===== src/rtl/eag_defs.svh =====
// Purpose: Offsets, field positions, reset values and encodings of the
//          effective address generator.
// Assumes: 32-bit Avalon-MM data, byte offsets, word-aligned registers.
// Notes:   Included by the offset adder and the generator design modules.
`ifndef EAG_DEFS_SVH
`define EAG_DEFS_SVH

`define EAG_OFF_CTRL        5'h00
`define EAG_OFF_STATUS      5'h04
`define EAG_OFF_MASK        5'h08
`define EAG_OFF_LAST_OFFSET 5'h0c
`define EAG_OFF_LAST_LINEAR 5'h10

`define EAG_CTRL_ENABLE_BIT 0
`define EAG_ST_DONE_BIT     0
`define EAG_ST_FAULT_BIT    1
`define EAG_ST_ILLEGAL_BIT  2
`define EAG_ST_W            3

`define EAG_CTRL_RESET      1'h1
`define EAG_MASK_RESET      3'h0

`define EAG_REG_BASE_B      3'h3
`define EAG_REG_STACK_PTR   3'h4
`define EAG_REG_FRAME_PTR   3'h5
`define EAG_REG_SRC_INDEX   3'h6
`define EAG_REG_DEST_INDEX  3'h7

`define EAG_LIMIT_16        32'h0000ffff
`define EAG_EXTRA_CYCLES    1

`endif


===== src/rtl/eag_pkg.sv =====
// Purpose: Types shared by the effective address generator files.
// Assumes: Constants come from eag_defs.svh.
// Notes:   Mode codes are the decoder's encoding of the addressing mode.
package eag_pkg;

    typedef enum logic [3:0] {
        MODE_REGISTER       = 4'h0,
        MODE_IMMEDIATE      = 4'h1,
        MODE_DIRECT         = 4'h2,
        MODE_REG_INDIRECT   = 4'h3,
        MODE_BASED          = 4'h4,
        MODE_INDEX          = 4'h5,
        MODE_SCALED_INDEX   = 4'h6,
        MODE_BASED_INDEX    = 4'h7,
        MODE_BASED_SCALED   = 4'h8,
        MODE_BASED_INDEX_D  = 4'h9,
        MODE_BASED_SCALED_D = 4'ha
    } addr_mode_t;

    typedef enum logic [1:0] {
        DISP_NONE = 2'h0,
        DISP_8    = 2'h1,
        DISP_16   = 2'h2,
        DISP_32   = 2'h3
    } disp_size_t;

    typedef enum logic [1:0] {
        ST_IDLE  = 2'b01,
        ST_EXTRA = 2'b10
    } eag_state_t;

endpackage : eag_pkg


===== src/rtl/eag_sum_if.sv =====
// Purpose: Carries the three offset terms to the adder and the sum back.
// Assumes: Purely combinational path inside one clock domain.
// Notes:   Width selects truncation to 16 or 32 bits.
`timescale 1ns/1ps
interface eag_sum_if;
    logic [31:0] term_a;
    logic [31:0] term_b;
    logic [31:0] term_c;
    logic addr32;
    logic [31:0] sum;
    logic above_16;

    modport user (output term_a, output term_b, output term_c, output addr32,
                  input sum, input above_16);
    modport adder (input term_a, input term_b, input term_c, input addr32,
                   output sum, output above_16);
endinterface : eag_sum_if


===== src/rtl/offset_adder.sv =====
// Purpose: Three-term offset adder with address-width truncation.
// Assumes: Terms already zero or sign extended to 32 bits.
// Notes:   Combinational; the caller registers the result.
`timescale 1ns/1ps
`include "eag_defs.svh"
module offset_adder
    import eag_pkg::*;
(
    eag_sum_if.adder sum_if
);
    logic [31:0] raw;

    always_comb begin
        raw = sum_if.term_a + sum_if.term_b + sum_if.term_c;
        // Carries out of bit 15 are lost in 16-bit addressing, as offsets wrap
        sum_if.sum = sum_if.addr32 ? raw : {16'h0000, raw[15:0]};
        sum_if.above_16 = (sum_if.sum > `EAG_LIMIT_16);
    end
endmodule : offset_adder


===== src/rtl/effective_address_generator.sv =====
// Purpose: Forms effective offset and linear address for one operand request.
// Assumes: Decoder holds request fields while req_valid_i is high and
//          req_ready_o is low; register file values are stable with them.
// Notes:   Avalon-MM slave gives control, sticky status, mask and last results.
`timescale 1ns/1ps
`include "eag_defs.svh"
module effective_address_generator
    import eag_pkg::*;
#(
    parameter int ADDR_W = 32,
    parameter int GPR_COUNT = 8
) (
    input wire logic sys_clk_i,
    input wire logic nrst_i,
    input wire logic req_valid_i,
    output logic req_ready_o,
    input wire logic [3:0] mode_i,
    input wire logic [2:0] base_sel_i,
    input wire logic [2:0] index_sel_i,
    input wire logic [1:0] scale_i,
    input wire logic [1:0] disp_size_i,
    input wire logic [31:0] disp_i,
    input wire logic operand_width_override_i,
    input wire logic address_width_override_i,
    input wire logic default_size_flag_i,
    input wire logic legacy_mode_i,
    input wire logic [31:0] seg_base_i,
    input wire logic [GPR_COUNT*ADDR_W-1:0] gpr_i,
    output logic res_valid_o,
    output logic [31:0] effective_offset_o,
    output logic [31:0] linear_addr_o,
    output logic mem_operand_o,
    output logic addr32_o,
    output logic op32_o,
    output logic protection_fault_o,
    output logic illegal_o,
    input wire logic [2:0] avs_address,
    input wire logic avs_read,
    input wire logic avs_write,
    input wire logic [31:0] avs_writedata,
    input wire logic [3:0] avs_byteenable,
    output logic [31:0] avs_readdata,
    output logic avs_waitrequest,
    output logic irq_o
);
    // Datapath is written for a 32-bit core with eight registers
    if (ADDR_W != 32 || GPR_COUNT != 8) begin : g_check
        $error("effective_address_generator: needs ADDR_W 32 and GPR_COUNT 8");
    end

    eag_sum_if sum_if ();
    offset_adder u_adder (.sum_if(sum_if));

    // Register values seen at the current address width
    logic [31:0] gpr_w [GPR_COUNT];
    logic addr32;
    logic op32;
    logic default32;

    for (genvar k = 0; k < GPR_COUNT; k++) begin : g_gpr
        assign gpr_w[k] = addr32 ? gpr_i[k*ADDR_W +: 32] :
                          {16'h0000, gpr_i[k*ADDR_W +: 16]};
    end

    // Width selection
    always_comb begin
        default32 = default_size_flag_i && !legacy_mode_i;
        addr32 = default32 ^ address_width_override_i;
        op32 = default32 ^ operand_width_override_i;
    end

    // Decode of which components the mode uses
    logic use_base;
    logic use_index;
    logic use_scale;
    logic use_disp;
    logic is_mem;
    logic mode_bad;

    always_comb begin
        use_base = 1'b0;
        use_index = 1'b0;
        use_scale = 1'b0;
        use_disp = 1'b0;
        is_mem = 1'b1;
        mode_bad = 1'b0;
        case (mode_i)
            MODE_REGISTER, MODE_IMMEDIATE: is_mem = 1'b0;
            MODE_DIRECT: use_disp = 1'b1;
            MODE_REG_INDIRECT: use_base = 1'b1;
            MODE_BASED: begin
                use_base = 1'b1;
                use_disp = 1'b1;
            end
            MODE_INDEX: begin
                use_index = 1'b1;
                use_disp = 1'b1;
            end
            MODE_SCALED_INDEX: begin
                use_index = 1'b1;
                use_scale = 1'b1;
                use_disp = 1'b1;
            end
            MODE_BASED_INDEX: begin
                use_base = 1'b1;
                use_index = 1'b1;
            end
            MODE_BASED_SCALED: begin
                use_base = 1'b1;
                use_index = 1'b1;
                use_scale = 1'b1;
            end
            MODE_BASED_INDEX_D: begin
                use_base = 1'b1;
                use_index = 1'b1;
                use_disp = 1'b1;
            end
            MODE_BASED_SCALED_D: begin
                use_base = 1'b1;
                use_index = 1'b1;
                use_scale = 1'b1;
                use_disp = 1'b1;
            end
            default: begin
                is_mem = 1'b0;
                mode_bad = 1'b1;
            end
        endcase
    end

    // Operand terms and legality
    logic [31:0] base_term;
    logic [31:0] index_term;
    logic [31:0] disp_term;
    logic illegal;

    always_comb begin
        base_term = use_base ? gpr_w[base_sel_i] : 32'h0;
        index_term = 32'h0;
        if (use_index) begin
            // Unscaled modes multiply by one; 16-bit addressing never scales
            if (use_scale && addr32) begin
                index_term = gpr_w[index_sel_i] << scale_i;
            end else begin
                index_term = gpr_w[index_sel_i];
            end
        end
        case (disp_size_i)
            DISP_8: disp_term = {{24{disp_i[7]}}, disp_i[7:0]};
            DISP_16: disp_term = {16'h0000, disp_i[15:0]};
            DISP_32: disp_term = disp_i;
            default: disp_term = 32'h0;
        endcase
        if (!use_disp) begin
            disp_term = 32'h0;
        end
        illegal = mode_bad;
        if (is_mem && addr32) begin
            if (use_index && index_sel_i == `EAG_REG_STACK_PTR) begin
                illegal = 1'b1;
            end
            if (disp_size_i == DISP_16 && mode_i != MODE_DIRECT) begin
                illegal = 1'b1;
            end
        end
        if (is_mem && !addr32) begin
            if (use_base && base_sel_i != `EAG_REG_BASE_B &&
                base_sel_i != `EAG_REG_FRAME_PTR) begin
                illegal = 1'b1;
            end
            if (use_index && index_sel_i != `EAG_REG_SRC_INDEX &&
                index_sel_i != `EAG_REG_DEST_INDEX) begin
                illegal = 1'b1;
            end
            if ((use_scale && scale_i != 2'h0) || disp_size_i == DISP_32) begin
                illegal = 1'b1;
            end
        end
    end

    // Request sequencing and result registers
    eag_state_t state_r, state_nxt;
    logic [31:0] partial_r, partial_nxt;
    logic [31:0] disp_r, disp_nxt;
    logic [31:0] seg_r, seg_nxt;
    logic addr32_r, addr32_nxt;
    logic op32_r, op32_nxt;
    logic legacy_r, legacy_nxt;
    logic res_valid_r, res_valid_nxt;
    logic [31:0] offset_r, offset_nxt;
    logic [31:0] linear_r, linear_nxt;
    logic mem_r, mem_nxt;
    logic fault_r, fault_nxt;
    logic illegal_r, illegal_nxt;
    logic enable_r;
    logic accept;

    assign req_ready_o = (state_r == ST_IDLE) && enable_r;
    assign accept = req_valid_i && req_ready_o;

    always_comb begin
        state_nxt = state_r;
        partial_nxt = partial_r;
        disp_nxt = disp_r;
        seg_nxt = seg_r;
        addr32_nxt = addr32_r;
        op32_nxt = op32_r;
        legacy_nxt = legacy_r;
        res_valid_nxt = 1'b0;
        offset_nxt = offset_r;
        linear_nxt = linear_r;
        mem_nxt = mem_r;
        fault_nxt = fault_r;
        illegal_nxt = illegal_r;
        sum_if.term_a = base_term;
        sum_if.term_b = index_term;
        sum_if.term_c = disp_term;
        sum_if.addr32 = addr32;
        case (state_r)
            ST_IDLE: begin
                if (accept) begin
                    addr32_nxt = addr32;
                    op32_nxt = op32;
                    legacy_nxt = legacy_mode_i;
                    if (use_base && use_index && !illegal) begin
                        // Base plus index costs one more clock
                        sum_if.term_c = 32'h0;
                        partial_nxt = sum_if.sum;
                        disp_nxt = disp_term;
                        seg_nxt = seg_base_i;
                        state_nxt = ST_EXTRA;
                    end else begin
                        res_valid_nxt = 1'b1;
                        mem_nxt = is_mem;
                        illegal_nxt = illegal;
                        offset_nxt = is_mem ? sum_if.sum : 32'h0;
                        linear_nxt = is_mem ? seg_base_i + sum_if.sum : 32'h0;
                        fault_nxt = is_mem && !illegal && legacy_mode_i &&
                                    sum_if.above_16;
                    end
                end
            end
            ST_EXTRA: begin
                sum_if.term_a = partial_r;
                sum_if.term_b = 32'h0;
                sum_if.term_c = disp_r;
                sum_if.addr32 = addr32_r;
                res_valid_nxt = 1'b1;
                mem_nxt = 1'b1;
                illegal_nxt = 1'b0;
                offset_nxt = sum_if.sum;
                linear_nxt = seg_r + sum_if.sum;
                fault_nxt = legacy_r && sum_if.above_16;
                state_nxt = ST_IDLE;
            end
            default: state_nxt = ST_IDLE;
        endcase
    end

    always_ff @(posedge sys_clk_i) begin
        if (!nrst_i) begin
            state_r <= ST_IDLE;
            partial_r <= 32'h0;
            disp_r <= 32'h0;
            seg_r <= 32'h0;
            addr32_r <= 1'b0;
            op32_r <= 1'b0;
            legacy_r <= 1'b0;
            res_valid_r <= 1'b0;
            offset_r <= 32'h0;
            linear_r <= 32'h0;
            mem_r <= 1'b0;
            fault_r <= 1'b0;
            illegal_r <= 1'b0;
        end else begin
            state_r <= state_nxt;
            partial_r <= partial_nxt;
            disp_r <= disp_nxt;
            seg_r <= seg_nxt;
            addr32_r <= addr32_nxt;
            op32_r <= op32_nxt;
            legacy_r <= legacy_nxt;
            res_valid_r <= res_valid_nxt;
            offset_r <= offset_nxt;
            linear_r <= linear_nxt;
            mem_r <= mem_nxt;
            fault_r <= fault_nxt;
            illegal_r <= illegal_nxt;
        end
    end

    assign res_valid_o = res_valid_r;
    assign effective_offset_o = offset_r;
    assign linear_addr_o = linear_r;
    assign mem_operand_o = mem_r;
    assign addr32_o = addr32_r;
    assign op32_o = op32_r;
    assign protection_fault_o = res_valid_r && fault_r;
    assign illegal_o = res_valid_r && illegal_r;

    // Register slave: every access waits exactly one cycle
    logic ack_r, ack_nxt;
    logic enable_nxt;
    logic [`EAG_ST_W-1:0] status_r, status_nxt;
    logic [`EAG_ST_W-1:0] mask_r, mask_nxt;
    logic [31:0] rdata_r, rdata_nxt;
    logic [`EAG_ST_W-1:0] events;
    logic [4:0] byte_addr;
    logic wr_take;

    assign byte_addr = {avs_address, 2'b00};
    assign avs_waitrequest = (avs_read || avs_write) && !ack_r;
    // A write lands only at the edge that completes the transfer
    assign wr_take = avs_write && ack_r && avs_byteenable[0];

    always_comb begin
        events = '0;
        events[`EAG_ST_DONE_BIT] = res_valid_r;
        events[`EAG_ST_FAULT_BIT] = res_valid_r && fault_r;
        events[`EAG_ST_ILLEGAL_BIT] = res_valid_r && illegal_r;
        ack_nxt = (avs_read || avs_write) && !ack_r;
        enable_nxt = enable_r;
        mask_nxt = mask_r;
        rdata_nxt = rdata_r;
        status_nxt = status_r;
        if (wr_take && byte_addr == `EAG_OFF_CTRL) begin
            enable_nxt = avs_writedata[`EAG_CTRL_ENABLE_BIT];
        end
        if (wr_take && byte_addr == `EAG_OFF_MASK) begin
            mask_nxt = avs_writedata[`EAG_ST_W-1:0];
        end
        if (wr_take && byte_addr == `EAG_OFF_STATUS) begin
            status_nxt = status_nxt & ~avs_writedata[`EAG_ST_W-1:0];
        end
        // A new event outranks a clear in the same cycle
        status_nxt = status_nxt | events;
        if (avs_read && !ack_r) begin
            case (byte_addr)
                `EAG_OFF_CTRL: rdata_nxt = {31'h0, enable_r};
                `EAG_OFF_STATUS: rdata_nxt = {29'h0, status_r};
                `EAG_OFF_MASK: rdata_nxt = {29'h0, mask_r};
                `EAG_OFF_LAST_OFFSET: rdata_nxt = offset_r;
                `EAG_OFF_LAST_LINEAR: rdata_nxt = linear_r;
                default: rdata_nxt = 32'h0;
            endcase
        end
    end

    always_ff @(posedge sys_clk_i) begin
        if (!nrst_i) begin
            ack_r <= 1'b0;
            enable_r <= `EAG_CTRL_RESET;
            status_r <= '0;
            mask_r <= `EAG_MASK_RESET;
            rdata_r <= 32'h0;
        end else begin
            ack_r <= ack_nxt;
            enable_r <= enable_nxt;
            status_r <= status_nxt;
            mask_r <= mask_nxt;
            rdata_r <= rdata_nxt;
        end
    end

    assign avs_readdata = rdata_r;
    assign irq_o = |(status_r & mask_r);

endmodule : effective_address_generator


===== config.mk =====
export PLATFORM = sky130hd
export DESIGN_NAME = effective_address_generator
export DESIGN_NICKNAME = d
export VERILOG_FILES = /design/src/rtl/eag_pkg.sv /design/src/rtl/eag_sum_if.sv /design/src/rtl/offset_adder.sv /design/src/rtl/effective_address_generator.sv
export VERILOG_INCLUDE_DIRS = /design/src /design/src/rtl
export SDC_FILE = /design/constraint.sdc
export NUM_CORES = 1
export LEC_CHECK = 0
export BUFFER_PORTS_ARGS = -buffer_cell sky130_fd_sc_hd__buf_4
export CAP_MARGIN = 10
export CORE_UTILIZATION = 55
export DETAILED_ROUTE_END_ITERATION = 12
export PLACE_DENSITY = 0.82
export SETUP_SLACK_MARGIN = 0.15
export SYNTH_ARGS = -nofsm -noshare
export SYNTH_HDL_FRONTEND = slang
export SYNTH_SLANG_ARGS = --single-unit

===== constraint.sdc =====
create_clock -name sys_clk_i -period 12.6 [get_ports sys_clk_i]
set_input_delay 2.52 -clock sys_clk_i [delete_from_list [all_inputs] [get_ports sys_clk_i]]
set_output_delay 2.52 -clock sys_clk_i [all_outputs]
set_load 0.05 [all_outputs]

==> Word-level counts from Yosys, hierarchy flattened <==
Cells that the tools add are included.
Widths: inputs -> output; s select.
{ "op_classes": {"shift": 1, "eq_ne": 27, "bitwise": 8, "mux": 61, "n_lt_le_gt_ge": 3, "addsub": 4, "reduce_logical": 50} }
{ "ops": {"columns": ["operator", "n"], "rows": [
  ["$mux 32", 27],
  ["$bmux 32 s3", 2],
  ["$pmux 32 s2", 3],
  ["$pmux 32 s5", 1],
  ["$add 32x32->32", 4],
  ["$pmux 32 s3", 1],
  ["$gt 32x16->1 const B", 1],
  ["$shl 32x2->32", 1],
  ["$logic_and 1x1->1", 28],
  ["$mux 1", 22],
  ["$reduce_or 6->1", 3],
  ["$eq 4x3->1 const B", 4],
  ["$eq 4x4->1 const B", 3],
  ["$reduce_or 11->1", 1],
  ["$ne 3x3->1 const B", 3],
  ["$reduce_or 9->1", 1],
  ["$eq 4x2->1 const B", 2],
  ["$ge 4x4->1 const B", 2],
  ["$not 3->4", 2],
  ["$pmux 1 s2", 4],
  ["$and 3x3->3", 2],
  ["$eq 2x2->1 const B", 3],
  ["$eq 3x2->1 const B", 2],
  ["$eq 3x3->1 const B", 2],
  ["other kinds (18)", 30]
]} }
{ "word_totals": {"reg_bits": 209, "word_cells": 172, "output_inout_bits": 105, "input_bits": 382} }

==> Depth between registers and ports, before layout <==
Gate-level depths: netlist of the first run.
{ "depth": {"word_depth": 23, "mapped_depth": 36, "ltp_nobuf": 33} }

==> Modules after synthesis <==
From an unflattened synthesis of the first run, not the netlist that was laid out.
{ "hier_totals": {"cells_unflattened": 2330, "hier_area_um2": 19647.6} }
{ "modules_own_cells": {"columns": ["module", "cells_each", "area_each_um2", "seq_area_each_um2", "instances"], "rows": [
  ["effective_address_generator", 2030, 17164.0, 4184.0, 1],
  ["offset_adder", 300, 2483.6, 0.0, 1]
]} }

==> Worst setup path before layout of the first run <==
Ideal clock, no wire load.
{ "synth_timing": {"path_type": "input port to flip-flop", "start": "in index_sel_i[0]", "end": "reg linear_r[30] (netlist: linear_addr_o[30])", "required_ns": 12.526, "arrival_ns": 10.101, "setup_time_ns": 0.074, "path_stages": 34, "path_slack_ns": 2.425, "n_path_buf": 3, "cell_sequence": "buf_4 buf_2 buf_1 mux4_2 mux2i_1 nand2_1 o21ai_0 nor3_1 a21oi_1 nor2_1 fa_1 ha_1 fa_1 a211oi_1 o21ai_0 a21oi_1 nand2_1 a31o_2 a311oi_1 xor2_1 nor2_1 ha_1 a21o_1 a21oi_1 nor2b_1 a311oi_1 nand2_1 maj3_2 a31o_1 a21o_1 maj3_2 a211oi_2 mux2_1 a31oi_1"} }
{ "synth_between": {"elab_chain_cells": 21, "word_cells_on_any_way": 37, "classes_between": "4 x add/sub; 4 x eq/ne; 1 x shift; 21 x mux; 1 x bitwise; 6 x reduce/logical"} }
{ "synth_rtl": {"columns": ["element", "line", "text"], "rows": [
  ["from (decl)", "effective_address_generator.sv:19", "input wire logic [2:0] index_sel_i,"],
  ["parallel branches: the longest is 14 deep, another holds $add 32x32->32", null, null],
  ["$add 32x32->32 *", "offset_adder.sv:14", "raw = sum_if.term_a + sum_if.term_b + sum_if.term_c;"],
  ["$mux 32 *", "offset_adder.sv:16", "sum_if.sum = sum_if.addr32 ? raw : {16'h0000, raw[15:0]};"],
  ["via sum_if.sum[19]", "eag_sum_if.sv:10", "logic [31:0] sum;"],
  ["$add 32x32->32", "effective_address_generator.sv:237", "linear_nxt = is_mem ? seg_base_i + sum_if.sum : 32'h0;"],
  ["$mux 32", "effective_address_generator.sv:237", null],
  ["$mux 32", "effective_address_generator.sv:225", "if (use_base && use_index && !illegal) begin"],
  ["$mux 32", "effective_address_generator.sv:221", "if (accept) begin"],
  ["$pmux 32 s2 *", "effective_address_generator.sv:219", "case (state_r)"],
  ["to (signal assigned)", "effective_address_generator.sv:285", "linear_r <= linear_nxt;"],
  ["to (decl)", "effective_address_generator.sv:191", "logic [31:0] linear_r, linear_nxt;"]
]} }
Mark *: on every way through the listed nets, which the timed path passes. The select of a mux whose other input is x is not followed.
A chain may end at the register's enable or synchronous reset.

==> Final worst setup path of the first run <==
{ "layout_timing": {"start": "in index_sel_i[2]", "end": "reg linear_r[31] (netlist: linear_addr_o[31])"} }
Same word-level chain as after synthesis.

==> flow_summary.yaml, run 1 <==
floorplan:
  die_w_um: 190
  die_area_mm2: 0.0361
  pin_count: 487
  core_mm2: 0.0346
  rows: 68
  die_h_um: 190
  start_util_pct: 56.1
global_routing:
  grtUsageTotal_pct: 37.7
  first_global_vias: 19121
  grt_start_max_net_pins: 106
  grt_first_pass_wirelength_um: 107000
  grt_overflow: 0
  antenna_found_initial: 23
synth:
  synth_area_per_cell_um2: 8.39
  yosysMostFrequentCell: "nand2_1"
  synthFlopType: "dfxtp_1"
  ys_seq_area_share_pct: 21.6
  ys_top_cells_by_count: "nand2_1, a21oi_1, nor2_1"
  async_reset_ff_share_pct: 0
  syn_area_mm2: 0.0194
  yosys_register_bits: 209
  synth_edf_count: 0
  synth_cells: 2313
  synth_cell_types: 92
  yosysWarnings: 0
  yosys-top-cells-area: "dfxtp_1, mux4_2, nand2_1"
  yosys.area.top_type: "dfxtp_1"
  synth_top_area_share_pct: 21.6
  syn_nets: 2819
worst_hold_path:
  min_path_cells: 2
  min_delay_worst_endpoint: "disp_r[13]$_SDFFE_PN0P_"
  hp-start: "disp_r[13]$_SDFFE_PN0P_"
  hold_class: "reg -> reg"
final_layout:
  fillers: 2811
  fin_cells: 3140
  fin_area_mm2: 0.0238
  area_growth_pct: 22.5
  drive_above_1_share_pct: 27.3
  fin_nets: 3151
  final_core_util_pct: 68.7
critical_path:
  critPathKind: "in -> reg"
  timing.rr.end: "linear_addr_o[31]$_SDFFE_PN0P_"
  cp_slowest_stage_delay_ps: 520
  r2r_start: "state_r[1]$_SDFFE_PN0P_"
  critPathLaunchType: "input port"
  critical_path_peak_fanout: 35
  ff2ff_path_depth: 31
  cp.required_ps: 13010
  arrival_ps: 11570
  worstSetupEndpointType: "flop"
  r2r_slack_ps: 3530
  crit_slowest_cell: "or3_2"
clock_tree:
  clk_pin_slew_worst_paths_ps: 70
  cts_buffer_depth: 3
  h-tree-depth: 1
  numClockSinks: 209
  cts_tree: "yes"
  postCtsSetupBuffers: 0
  cts_hold_buf: 0
  clkLatencyLatePin_ps: 510
  cts_buffers: 23
  cts_resized: 0
  cts-root-buf: "clkbuf_16"
placement:
  place_area_mm2: 0.0229
  port_buffers: 454
  place_hpwl_um: 55000
  dp_cells: 3075
  place.gp.congestion: 0.995
routing:
  viasPerCell: 6.44
  firstDrtPassIters: 6
  drtIter0Drc: 1922
  routed_wl_um: 70200
  vias: 20222
  drc: 0
  post_drt_wl_per_cell_um: 22.4
  postRouteAntennaNets: 0
power:
  power.share.sequential_pct: 27.4
  powerDensity_mw_per_mm2: 112
  p_switching_uw: 1050
  power_frac_comb_pct: 46.1
  p_clk_share_pct: 26.5
  irDropWorstVdd_mv: 0.0988
  cellLeakagePower_uw: 0.0100
  intPower_uw: 1610
  sw_frac_of_total_pct: 39.6
sta:
  fin_tns_setup_ps: 0
  hold_viol: 0
  setup_violations: 0
  period_share_pct: 88.6
  max_freq_mhz: 89.6
  fin_skew_ps: 7.51
  drv_slew: 0
  relSlewSlack_pct: 18.9
  worst_slew_pin_slew_ps: 1210
  rsz0062_at_grt: "false"
  finalCriticalPeriod_ps: 11160
status:
  status: "completed"
flow_run:
  timing.max_cap.violations: 0
## kinds of logic after synthesis
family                     after synthesis  share of synthesized area, %
and+or+nand+nor                        740                          16.3
AOI/OAI and AO/OA                      671                          23.1
buffers and inverters                  249                          5.07
muxes                                  228                          20.3
DFF                                    209                          21.6
adders and majority gates              130                          9.64
xor gates and xnor gates                86                          3.92
## worst max-delay path: cells and delay by family
family,cells,cell delay (ps)
compound gates,16,4560
fa+ha+maj,5,1980
buf+inv,1,480
xor+xnor,1,90
simple gates,8,1900
## registers in the layout (all words and copies together) (netlist names), 2 cells and up
name and flops:
seg_r 32, avs_readdata 32, state_r 2, status_r 3, linear_addr_o 32, disp_r 32
effective_offset_o 32, partial_r 32, mask_r 3
## worst max path at each step
stage          slack [ps]                              to            from
4_1_cts              1670  linear_addr_o[31]$_SDFFE_PN0P_  index_sel_i[2]
5_1_grt              1140  linear_addr_o[31]$_SDFFE_PN0P_  index_sel_i[2]
6_report             1440  linear_addr_o[31]$_SDFFE_PN0P_  index_sel_i[2]
2_1_floorplan        2430  linear_addr_o[30]$_SDFFE_PN0P_  index_sel_i[0]
3_5_place_dp         1160  linear_addr_o[31]$_SDFFE_PN0P_  index_sel_i[2]
3_3_place_gp         1310  linear_addr_o[31]$_SDFFE_PN0P_  index_sel_i[2]
## area by class of cell
type	instances	area (µm²)	share of cell area [%]
Sequential cell	209	4180	17.6
Antenna cell	25	62.6	0.263
Timing Repair Buffer	484	3630	15.3
Tap cell	455	569	2.39
Multi-Input combinational cell	1855	14300	60.1
Inverter	72	275	1.16
Clock buffer	26	587	2.47
Clock inverter	14	183	0.768
## metal layers
metal  vias to the layer above  GRT usage, %  routed length, µm
li1                       9234             -                  -
met5                         -             0                 13
met1                      9555          48.5              27300
met3                       195          6.11               6960
met2                      1236          61.4              32400
met4                         2          18.3               3600
## cells in the final DEF (no fill, tap or decap), drive strengths merged, types with 11 or more instances in the layout
cell type  count
diode         25
dfxtp        209
nor3          56
o211ai        19
xor2          27
a21oi        241
inv           74
o21ai         86
a211oi        32
and3          12
and2          20
a221oi        25
nand2        338
a22o          37
nand3         25
ha            90
nor2         218
buf          484
mux2          27
o21bai        15
nand2b        17
mux2i         71
xnor2         59
a21o          35
clkbuf        26
a31oi         12
mux4         130
o21a          13
nand4         11
fa            34
a22oi         83
## power groups by stage
stage	Clock (µW)	Sequential (µW)	Combinational, µW
CTS	715	729	1210
global route	743	734	1320
floorplan	0	822	756
detailed placement	0	744	1200
global placement	0	742	1170
finish	708	730	1230
## metrics by stage
| stage | power, µW | hold slack (ps) | setup WS, ps |
|---|---|---|---|
| finish | 2670 | 453 | 1440 |
| CTS | 2650 | 453 | 1670 |
| global placement | 1920 | 438 | 1310 |
| floorplan | 1580 | 431 | 2430 |
| global route | 2800 | 470 | 1140 |
| detailed placement | 1940 | 447 | 1160 |
Note: power is estimated with default switching activity, not from simulation.
==> run 2: changes to the inputs <==
--- a/config.mk
+++ b/config.mk
@@ -10,7 +10,7 @@
 export CAP_MARGIN = 10
 export CORE_UTILIZATION = 55
 export DETAILED_ROUTE_END_ITERATION = 12
-export PLACE_DENSITY = 0.82
+export PLACE_DENSITY_LB_ADDON = 0.3
 export SETUP_SLACK_MARGIN = 0.15
 export SYNTH_ARGS = -nofsm -noshare
 export SYNTH_HDL_FRONTEND = slang
==> flow_summary.yaml, run 2 (synthesis gave the netlist of run 1 again) <==
final_layout:
  fillers: 2840
  seq_area_mm2: 0.00418
  multi_input_area_mm2: 0.0143
  area_growth_pct: 22.4
  fin_cells: 3134
  final_common_cell: "buf_4"
  fin_nets: 3153
  final_cell_mix: "buf_4, nand2_1, a21oi_1"
  drive_above_1_share_pct: 27.5
global_routing:
  grt_overflow: 0
  grt_start_max_net_pins: 112
  grtUsageTotal_pct: 37.7
  grt_first_pass_wirelength_um: 106000
  antenna_found_initial: 16
  first_global_vias: 19134
power:
  cellLeakagePower_uw: 0.0100
  powerDensity_mw_per_mm2: 112
  irDropWorstVdd_mv: 0.102
sta:
  finalCriticalPeriod_ps: 11180
  rsz0062_at_grt: "false"
  max_freq_mhz: 89.5
  fin_tns_setup_ps: 0
  period_share_pct: 88.7
  fin_skew_ps: 13.8
  relSlewSlack_pct: 17.4
  hold-worst-slack_ps: 453
  worst_slew_pin_slew_ps: 1240
  setup_violations: 0
  drv_slew: 0
  hold_viol: 0
critical_path:
  critical_path_peak_fanout: 13
  crit_slowest_cell: "or3_2"
  cp_slowest_stage_delay_ps: 510
  critPathLaunchType: "input port"
  arrival_ps: 11590
  ff2ff_path_depth: 32
  cp.required_ps: 13010
  critPathKind: "in -> reg"
  worstSetupEndpointType: "flop"
routing:
  firstDrtPassIters: 8
  post_drt_wl_per_cell_um: 22.3
  topRoutingLayerUsed: "met4"
  postRouteAntennaNets: 0
  wl_met1_um: 27400
  drtIter0Drc: 2015
  met3_length_um: 6350
  met2_length_um: 32900
  viasPerCell: 6.44
  routed_wl_um: 69800
  drc: 0
  vias: 20176
clock_tree:
  cts_resized: 0
  cts_buffers: 23
  cts_buffer_depth: 3
  cts_hold_buf: 0
  cts-root-buf: "clkbuf_16"
  cts_tree: "yes"
  clk_pin_slew_worst_paths_ps: 70
  numClockSinks: 209
  postCtsSetupBuffers: 0
  clkLatencyLatePin_ps: 520
  h-tree-depth: 1
floorplan:
  core_mm2: 0.0346
  die_w_um: 190
  die_area_mm2: 0.0361
  start_util_pct: 56.1
  die_h_um: 190
  pin_count: 487
  rows: 68
placement:
  port_buffers: 454
  place.gp.congestion: 1.03
  place_hpwl_um: 54700
  dp_cells: 3077
flow_run:
  timing.max_cap.violations: 0
worst_hold_path:
  min_path_cells: 2
  hold_class: "reg -> reg"
status:
  status: "completed"
-- run 2: worst paths after layout --
path	start	to	slack (ps)
worst max-delay path	legacy_mode_i	linear_addr_o[31]$_SDFFE_PN0P_	1420
worst min-delay path	disp_r[3]$_SDFFE_PN0P_	disp_r[3]$_SDFFE_PN0P_	450
worst max register to register	state_r[1]$_SDFFE_PN0P_	linear_addr_o[31]$_SDFFE_PN0P_	3430
worst min register to register	disp_r[3]$_SDFFE_PN0P_	disp_r[3]$_SDFFE_PN0P_	450
-- run 2: cell type report --
cell class | instances | area share [%]
Antenna cell | 16 | 0.168
Sequential cell | 209 | 17.6
Timing Repair Buffer | 486 | 15.4
Clock buffer | 30 | 2.78
Multi-Input combinational cell | 1855 | 60.1
Clock inverter | 11 | 0.453
Inverter | 72 | 1.16
Tap cell | 455 | 2.40
-- run 2: stage by stage --
| step | worst slack, ps | area [µm²] | power, µW | utilization, % |
|---|---|---|---|---|
| after floorplan | 2430 | 19400 | 1580 | - |
| after global placement | 1290 | 23000 | 1920 | 66.3 |
| after detailed placement | 1100 | 23000 | 1940 | 66.3 |
| after CTS | 1610 | 23700 | 2630 | 68.5 |
| after global routing | 929 | 23800 | 2780 | 68.6 |
| final | 1420 | 23800 | 2650 | 68.6 |
-- run 2: where the power goes --
group          internal [µW]  switching, µW  leakage [µW]  total (µW)
registers                696           33.7       0.00170         730
logic                    498            732       0.00797        1230
clock network            394            297      0.000369         691
total                   1590           1060        0.0100        2650
-- run 2: critical path, delay by kind of cell --
| family | cells | cell delay, ps |
|---|---|---|
| AO/OA/AOI/OAI | 16 | 4340 |
| XOR/XNOR | 2 | 320 |
| adder cells (fa/ha/maj) | 5 | 1990 |
| buffers and inverters | 2 | 360 |
| AND/OR/NAND/NOR | 8 | 2020 |
-- run 2: per-layer routing --
layer | vias to the layer above | GRT usage, %
met3 | 163 | 5.00
met2 | 1167 | 62.4
met4 | 0 | 17.0
met1 | 9611 | 48.9
met5 | - | 0
li1 | 9235 | -
